==> src/logic/ascp_pkg.sv <==
// Package for the serial control port of an eight-channel 14-bit converter.
// Assumes a single core clock domain; serial pins are sampled by that clock.
package ascp_pkg;

  // ---------------------------------------------------------------------------
  // Control byte layout
  // ---------------------------------------------------------------------------
  localparam int CTRL_BITS    = 8;
  localparam int START_POS    = 7;
  localparam int CHAN_HI_POS  = 6;
  localparam int CHAN_LO_POS  = 4;
  localparam int INCFG_POS    = 3;
  localparam int POLCFG_POS   = 2;
  localparam int PWR_HI_POS   = 1;
  localparam int PWR_LO_POS   = 0;

  // ---------------------------------------------------------------------------
  // Serial clock counts
  // ---------------------------------------------------------------------------
  localparam int RESULT_BITS  = 14;
  localparam int MUX_FALL     = 5;
  localparam int HOLD_FALL    = 8;
  localparam int STROBE_LEN   = 2;
  localparam int CYCLE_CLOCKS = 18;
  // Internal-clock conversion length in core cycles
  localparam int INT_CONV_CYC = 15;

  // Power/clock mode codes
  localparam logic [1:0] PWR_FULL_DOWN = 2'h0;
  localparam logic [1:0] PWR_FAST_DOWN = 2'h1;
  localparam logic [1:0] PWR_INT_CLK   = 2'h2;
  localparam logic [1:0] PWR_EXT_CLK   = 2'h3;

  typedef struct packed {
    logic [2:0] chanSel;
    logic       inputConfig;
    logic       polarityConfig;
    logic [1:0] powerMode;
  } ascp_ctrl_type;

  typedef struct packed {
    logic csN;
    logic sclk;
    logic din;
    logic shutdownN;
  } ascp_pins_type;

  typedef enum logic [2:0] {
    ST_IDLE,
    ST_CTRL,
    ST_INTCONV,
    ST_EXTCONV,
    ST_SHIFT
  } ascp_state_type;

endpackage

==> src/logic/ascp_serial_port.sv <==
// Serial control and data port of the converter, device side.
// Assumes pin inputs are asynchronous to core_clk; SCLK is much slower.
//
// Operation
// - Sample data input on SCLK rise, CS low
// - Change data output on SCLK fall
// - Data output released while CS high
// - Ignore SCLK activity while CS high
// - Internal mode: strobe low during conversion
// - External mode: strobe high two clocks before MSB
// - External mode: strobe released while CS high
// - External mode: SCLK paces the conversion
// - Shutdown low powers device down
// - First one after CS fall starts byte
// - Decode start, channel, config, power mode
// - Mux on fifth fall, hold on eighth
// - External conversion takes sixteen SCLK cycles after hold
`timescale 1ns/1ps
module ascp_serial_port
  import ascp_pkg::*;
#(
  parameter int RES_W = RESULT_BITS
) (
  input  wire logic             core_clk,
  input  wire logic             rst,
  input  wire logic             clkEn,
  input  wire ascp_pins_type    pins,
  input  wire logic [RES_W-1:0] sampleValue,
  output logic                  dataOut,
  output logic                  dataOutEn,
  output logic                  convStrobe,
  output logic                  convStrobeEn,
  output ascp_ctrl_type         ctrlWord,
  output logic                  muxSwitch,
  output logic                  holdActive,
  output logic                  poweredDown
);

  // ---------------------------------------------------------------------------
  // Pin synchronisers
  // ---------------------------------------------------------------------------
  ascp_pins_type syncA_q;
  ascp_pins_type syncB_q;
  logic          sclkPrev_q;

  always_ff @(posedge core_clk) begin
    if (rst) begin
      syncA_q    <= '{csN: 1'b1, sclk: 1'b0, din: 1'b0, shutdownN: 1'b1};
      syncB_q    <= '{csN: 1'b1, sclk: 1'b0, din: 1'b0, shutdownN: 1'b1};
      sclkPrev_q <= 1'b0;
    end else if (clkEn) begin
      syncA_q    <= pins;
      syncB_q    <= syncA_q;
      sclkPrev_q <= syncB_q.sclk;
    end
  end

  logic csLow;
  logic sclkRise;
  logic sclkFall;
  assign csLow    = ~syncB_q.csN;
  // Edges only count while selected
  assign sclkRise = csLow & syncB_q.sclk & ~sclkPrev_q;
  assign sclkFall = csLow & ~syncB_q.sclk & sclkPrev_q;

  // ---------------------------------------------------------------------------
  // Sequencer
  // ---------------------------------------------------------------------------
  ascp_state_type state_q;
  logic [7:0]     shift_q;
  logic [4:0]     fallCnt_q;
  logic [4:0]     convCnt_q;
  logic [RES_W-1:0] result_q;
  logic           extMode_q;

  logic [7:0] byteNext;
  assign byteNext = {shift_q[6:0], syncB_q.din};

  always_ff @(posedge core_clk) begin
    if (rst) begin
      state_q   <= ST_IDLE;
      shift_q   <= 8'h00;
      fallCnt_q <= 5'h00;
      convCnt_q <= 5'h00;
      ctrlWord  <= '0;
      extMode_q <= 1'b0;
    end else if (clkEn) begin
      if (!syncB_q.shutdownN) begin
        state_q <= ST_IDLE;
      end else begin
        unique case (state_q)
          ST_IDLE: begin
            fallCnt_q <= 5'h00;
            // Leading zeros are skipped until the start bit
            if (sclkRise && syncB_q.din) begin
              shift_q   <= 8'h01;
              fallCnt_q <= 5'h00;
              state_q   <= ST_CTRL;
            end
          end
          ST_CTRL: begin
            if (sclkRise && !shift_q[7]) begin
              shift_q <= byteNext;
            end
            if (sclkFall) begin
              fallCnt_q <= fallCnt_q + 5'h01;
              if (fallCnt_q == 5'(HOLD_FALL - 1)) begin
                ctrlWord  <= shift_q[6:0];
                extMode_q <= (shift_q[PWR_LO_POS+:2] == PWR_EXT_CLK);
                convCnt_q <= 5'h00;
                state_q   <= (shift_q[PWR_LO_POS+:2] == PWR_EXT_CLK) ? ST_EXTCONV
                                                                    : ST_INTCONV;
              end
            end
          end
          ST_INTCONV: begin
            convCnt_q <= convCnt_q + 5'h01;
            if (convCnt_q == 5'(INT_CONV_CYC - 1)) begin
              convCnt_q <= 5'h00;
              state_q   <= ST_SHIFT;
            end
          end
          ST_EXTCONV: begin
            // Strobe phase: two SCLK periods before the MSB decision
            if (sclkFall) begin
              convCnt_q <= convCnt_q + 5'h01;
              if (convCnt_q == 5'(STROBE_LEN - 1)) begin
                convCnt_q <= 5'h00;
                state_q   <= ST_SHIFT;
              end
            end
          end
          ST_SHIFT: begin
            if (sclkFall) begin
              convCnt_q <= convCnt_q + 5'h01;
              // Frame ends once every result bit has left
              if (convCnt_q == 5'(RES_W - 1)) begin
                state_q <= ST_IDLE;
              end
            end
          end
          default: state_q <= ST_IDLE;
        endcase
      end
      if (syncB_q.csN && state_q != ST_INTCONV) begin
        state_q <= ST_IDLE;
      end
    end
  end

  // ---------------------------------------------------------------------------
  // Result shifter and output pins
  // ---------------------------------------------------------------------------
  always_ff @(posedge core_clk) begin
    if (rst) begin
      result_q <= '0;
      dataOut  <= 1'b0;
    end else if (clkEn) begin
      if (state_q == ST_CTRL && sclkFall && fallCnt_q == 5'(HOLD_FALL - 1)) begin
        result_q <= sampleValue;
        dataOut  <= 1'b0;
      end else if (state_q == ST_SHIFT && sclkFall) begin
        dataOut  <= result_q[RES_W-1];
        result_q <= {result_q[RES_W-2:0], 1'b0};
      end else if (state_q != ST_SHIFT && sclkFall) begin
        dataOut  <= 1'b0;
      end
    end
  end

  assign dataOutEn = csLow;

  always_ff @(posedge core_clk) begin
    if (rst) begin
      convStrobe <= 1'b1;
    end else if (clkEn) begin
      if (state_q == ST_CTRL && sclkFall && fallCnt_q == 5'(HOLD_FALL - 1)) begin
        // Low at hold so the external pulse starts with a rise
        convStrobe <= 1'b0;
      end else if (extMode_q) begin
        convStrobe <= (state_q == ST_EXTCONV);
      end else begin
        convStrobe <= (state_q != ST_INTCONV);
      end
    end
  end

  assign convStrobeEn = extMode_q ? csLow : 1'b1;
  assign muxSwitch    = (state_q == ST_CTRL) && (fallCnt_q >= 5'(MUX_FALL));
  assign holdActive   = (state_q == ST_INTCONV) || (state_q == ST_EXTCONV);
  assign poweredDown  = ~syncB_q.shutdownN;

endmodule

==> config.mk <==
export PLATFORM = sky130hd
export DESIGN_NAME = ascp_serial_port
export DESIGN_NICKNAME = d
export VERILOG_FILES = /design/src/logic/ascp_pkg.sv /design/src/logic/ascp_serial_port.sv
export SDC_FILE = /design/constraint.sdc
export NUM_CORES = 1
export LEC_CHECK = 0
export BUFFER_PORTS_ARGS = -buffer_cell sky130_fd_sc_hd__clkbuf_2
export CAP_MARGIN = 20
export CORE_MARGIN = 2
export CORE_UTILIZATION = 55
export DETAILED_ROUTE_END_ITERATION = 12
export PLACE_DENSITY = 0.77
export SLEW_MARGIN = 20
export SYNTH_ARGS = -nofsm -noshare
export SYNTH_HDL_FRONTEND = slang
export SYNTH_SLANG_ARGS = --single-unit
==> constraint.sdc <==
create_clock -name core_clk -period 5.1 [get_ports core_clk]
set_clock_uncertainty 0.05 [all_clocks]
set_input_delay 0.765 -clock core_clk [delete_from_list [all_inputs] [get_ports core_clk]]
set_output_delay 0.765 -clock core_clk [all_outputs]
set_load 0.02 [all_outputs]
; ---- Yosys cells after proc, flatten, opt, wreduce, memory -nomap -nowiden
; Index checks and enable logic that the tools add are counted.
[totals]
register_bits = 54
latch_bits = 0
ramBits = 0
romBits = 0
in_bits = 21
output_inout_bits = 14
word_cells = 111
mem_count = 0
[classes]
addsub = 2
n_mul = 0
div_mod_pow = 0
n_lt_le_gt_ge = 1
n_eq_ne = 25
n_shift = 0
n_mux = 32
n_bitwise = 8
reduce_logical = 22
[op_table]
columns = cell, n
row1 = $mux 5, 7
row2 = $ne 4x4->1 const B, 8
row3 = $mux 3, 10
row4 = $mux 14, 2
row5 = $pmux 5 s4, 1
row6 = $mux 8, 2
row7 = $pmux 8 s2, 1
row8 = $pmux 3 s5, 1
row9 = $ne 2x2->1 const B, 6
row10 = $add 5x1->5 const B, 2
row11 = $eq 5x4->1 const B, 2
row12 = $pmux 5 s2, 1
row13 = $reduce_and 5->1, 2
row14 = $reduce_and 9->1, 1
row15 = $logic_and 1x1->1, 8
row16 = $mux 1, 7
row17 = $reduce_and 7->1, 1
row18 = $eq 3x2->1 const B, 2
row19 = $eq 5x1->1 const B, 1
row20 = $eq 5x3->1 const B, 1
row21 = $ge 5x3->1 const B, 1
row22 = $and 1x1->1, 4
row23 = $not 1->1, 4
row24 = $reduce_and 2->1, 2
row25 = 12 further kinds, 13

; ---- Depth between registers and ports, before layout
[logic_depth]
ltp_word = 8
mapped_depth = 8

; ---- Least setup slack after synthesis
; Ideal clock, no wire load.
[synth_path]
path_kind = in2reg
from = in clkEn
to = reg convCnt_q[1]
arrival_time_ns = 2.136
path_slack_ns = 2.847
path_stages = 6
path_buffers = 1
path_cell_list = buf_2 -> nand2_1 -> or3_1 -> o32a_2 -> or3b_1 -> a21oi_2
[synth_via]
elab_chain_cells = 1
[synth_lines]
columns = item, line_no
row1 = from (decl), ascp_serial_port.sv:26  ; input wire logic clkEn,
row2 = $reduce_and 7->1 (no line), --
row3 = to (signal assigned), ascp_serial_port.sv:117  ; convCnt_q <= convCnt_q + 5'h01;
row4 = to (signal assigned), ascp_serial_port.sv:126  ; convCnt_q <= convCnt_q + 5'h01;
row5 = to (signal assigned), ascp_serial_port.sv:135  ; convCnt_q <= convCnt_q + 5'h01;
row6 = to (decl), ascp_serial_port.sv:72  ; logic [4:0] convCnt_q;
; No other way between the ends.
; A chain may end at the register's enable or synchronous reset.

; ---- Worst setup path in the final report
[layout_path]
from = reg state_q[0]
to = reg result_q[13]
[layout_via]
elab_chain_cells = 5
elab_cells_between_ends = 8
classes_between = 2 x eq/ne / 1 x mux / 5 x reduce/logical
[layout_lines]
columns = item, line_no
row1 = from (decl), ascp_serial_port.sv:69  ; ascp_state_type state_q;
row2 = from (signal assigned), ascp_serial_port.sv:111  ; state_q <= (shift_q[PWR_LO_POS+:2] == PWR_EXT_CLK) ? ST_EXTCONV
row3 = $eq 3x1->1, ascp_serial_port.sv:159  ; if (state_q == ST_CTRL && sclkFall && fallCnt_q == 5'(HOLD_FALL - 1)) begin
row4 = $logic_and 1x1->1 (2 in a row), ascp_serial_port.sv:159
row5 = $reduce_bool 2->1 (no line), --
row6 = $reduce_and 2->1 (no line), --
row7 = to (signal assigned), ascp_serial_port.sv:160  ; result_q <= sampleValue;
row8 = to (signal assigned), ascp_serial_port.sv:164  ; result_q <= {result_q[RES_W-2:0], 1'b0};
row9 = to (decl), ascp_serial_port.sv:73  ; logic [RES_W-1:0] result_q;
; Several ways; a longest one is shown, not always the timed one.

==> run_results.csv <==
group,metric,value,unit
critical_path,cp.arrival,2940,ps
floorplan,core,4410,sq um
route,drc,0,
cts,cts_root_buffer,"clkbuf_8",
sta,drv_slew,0,
finish,regArea,1080,sq um
synthesis,synth-main-ff-cell,"dfxtp_1",
place,gp_congestion,0.851,
route,vias,2213,
cts,clk_pin_slew,90,ps
synthesis,synth_edf_count,0,
pwr,power_leakage,1.04,nW
hold_path,hold_end,"shift_q[7]",
sta,finalCritPeriodShare,0.548,
pwr,peakVddDrop,0.000186,V
route,routed_via_density,5.76,
finish,mostFrequentLayoutCells,"54 x dfxtp_1, 53 x nand2_1, 36 x nor2_1, 34 x clkbuf_2, 23 x a21oi_1",
pwr,power_density,266,nW/um^2
cts,cts_htree_levels,2,
cts,clk_path_buf_depth,2,
grt,grt_pass1_wl,9200,um
synthesis,postSynthCellCount,309,
critical_path,critPathMaxFanout,14,
finish,drive_above_1_share,0.157,
grt,antenna_found_initial,0,
synthesis,yosysTopAreaCellShare,0.422,
critical_path,critPathLaunchType,"flop",
grt,grt_pass1_vias,2056,
cts,cts_sinks,54,
synthesis,yosysSeqAreaShare,0.422,
pwr,p_sw_frac,0.215,
finish,nFillCells,411,
critical_path,end_kind,"flop",
synthesis,synth_area,2560,sq um
sta,worst_slew_pin_slew,901,ps
synthesis,async_reset_ff_frac,0,
grt,grt_start_max_net_pins,46,
route,drt-initial-drc-count,202,
place,hpwl,3630,um
route,wl,5150,um
floorplan,rows,24,
sta,hold_violations,0,
grt,globalRouteOverflowTotal,0,
synthesis,synth_area_per_cell,8.29,sq um
grt,grt.total_usage,0.219,
pwr,switchingPower,0.161,mW
finish,multi_input_area,1350,sq um
critical_path,cp.required,5250,ps
critical_path,rrSetupSlack,2300,ps
run_status,status,"finished clean",
route,drt-wirelength-per-cell,13.4,um
sta,fin_tns_setup,0,ps
pwr,cellInternalPower,0.589,mW
critical_path,rr_endpoint,"result_q[13]",
synthesis,synth-seq-cells,54,
hold_path,worst_hold_path_type,"flop to flop",
cts,cts_resized,0,
finish,syn_to_final_growth,10.1,%
floorplan,die-area,5220,sq um
critical_path,worstReg2RegStart,"state_q[0]",
critical_path,ff2ff_path_depth,5,
finish,antenna_cells,0,
hold_path,min_from,"shift_q[7]",
hold_path,min_path_cells,2,
cts,ctsHoldBuffers,0,
sta,max_slew_margin,0.399,
synthesis,synth_cell_types,46,
cts,insertion_delay,300,ps
synthesis,yosys_warnings,0,
synthesis,synth.top_cells.by_area,"dfxtp_1 42%, nand2_1 7.8%, mux2i_1 7.0%, nor2_1 5.3%, a311oi_1 4.8%",
finish,utilization,0.639,
floorplan,io_pins,35,
sta,grt_setup_unrepaired,"no",
place,port_buffers,34,
pwr,pwr-share-seq,0.575,
finish,fin_nets,357,
floorplan,die_w,72.2,um
pwr,p_clk_frac,0.370,
sta,finalCriticalPeriod,2800,ps
pwr,total_power,0.750,mW
cts,cts_buffers,5,
critical_path,worstSetupPathType,"flop to flop",
synthesis,synthesis.nets,335,
floorplan,start_util,0.580,
route,drt-pass1-iter-count,5,
sta,setup_viol,0,
cts,postCtsSetupBuffers,0,
floorplan,dieHeight,72.2,um
job,drv_cap,0,
synthesis,yosys.area.top_type,"dfxtp_1",
cts,cts_tree,"done",
sta,max_freq,0.358,GHz
pwr,power_frac_comb,0.055,
finish,layout_commonest_cell,"dfxtp_1",
route,drtAntennaViolNets,0,
[per-layer routing]
layer  routed length [um]  vias up  GRT usage
li1                     -     1126          -
met1                 2460     1022      0.305
met2                 2350       57      0.343
met3                  257        8     0.0361
met4                   78        0     0.0839
met5                    0        -          0
[how the worst max path moves through the flow]
stage	from	endpoint	cells after the start	slack, ps
3_5_place_dp	state_q[0]	result_q[13]	5	2310
2_1_floorplan	clkEn	convCnt_q[1]	6	2850
6_report	state_q[0]	result_q[13]	5	2300
5_1_grt	state_q[0]	result_q[6]	5	1990
4_1_cts	state_q[0]	result_q[13]	5	2290
3_3_place_gp	state_q[0]	result_q[6]	5	2450
[sequential cells by signal (all words and copies together) (netlist names)]
register,count
result_q,14
shift_q,8
ctrlWord,7
convCnt_q,5
fallCnt_q,5
syncA_q,4
state_q,3
syncB_q,3
byteNext,1
convStrobe,1
dataOut,1
extMode_q,1
sclkPrev_q,1
[critical path: stages (launching register included)]
cell	delay [ps]
dfxtp_1	590
nor3b_2	720
nand3_1	590
inv_2	390
nand2_1	90
a311oi_1	260
[stage by stage]
| stage | area, sq um | hold WS, ps | setup WS [ps] | std cells |
|---|---|---|---|---|
| 4_1_cts | 2820 | 413 | 2290 | 384 |
| 5_1_grt | 2820 | 441 | 1990 | 384 |
| 3_3_place_gp | 2710 | 390 | 2450 | 376 |
| 2_1_floorplan | 2560 | 381 | 2850 | 309 |
| 6_report | 2820 | 418 | 2300 | 384 |
| 3_5_place_dp | 2710 | 402 | 2310 | 376 |
[cell usage after synthesis (all sizes together) (2+ instances only)]
library cell  count
o211ai            2
or3               2
nand2            53
nand3            16
xor2              3
or3b              3
mux2i            18
nor3              2
ha                5
o21ai             5
nor3b             4
nand2b            2
a211o             2
buf               8
a311oi           14
o32ai             3
nor2b             5
nand4             3
a211oi            3
o31ai             2
and3b             2
clkbuf           11
a21oi            24
dfxtp            54
inv              13
nor2             38
[power by group through the flow]
stage	registers (mW)	logic, mW	clock network, mW
6_report	0.431	0.0411	0.278
3_5_place_dp	0.441	0.0412	0
2_1_floorplan	0.439	0.0291	0
5_1_grt	0.432	0.0462	0.294
3_3_place_gp	0.441	0.0407	0
4_1_cts	0.431	0.0413	0.286
[logic make-up after synthesis]
logic type | count (synthesis) | synth area share
multiplexers | 18 | 0.0703
flip-flops | 54 | 0.422
XOR/XNOR | 3 | 0.0103
buffers and inverters | 32 | 0.0513
AO/OA/AOI/OAI | 60 | 0.163
adder cells (fa/ha/maj) | 5 | 0.0244
AND/OR/NAND/NOR | 137 | 0.259
[area by class of cell]
| class | count | area share |
|---|---|---|
| multi-input cells | 223 | 0.478 |
| well taps | 52 | 0.0231 |
| repair buffers | 34 | 0.0603 |
| inverters | 13 | 0.0173 |
| clock buffers | 7 | 0.0271 |
| flip-flops and latches | 54 | 0.383 |
| clock inverters | 1 | 0.0106 |
No activity file was read; power rests on OpenSTA's default activity.
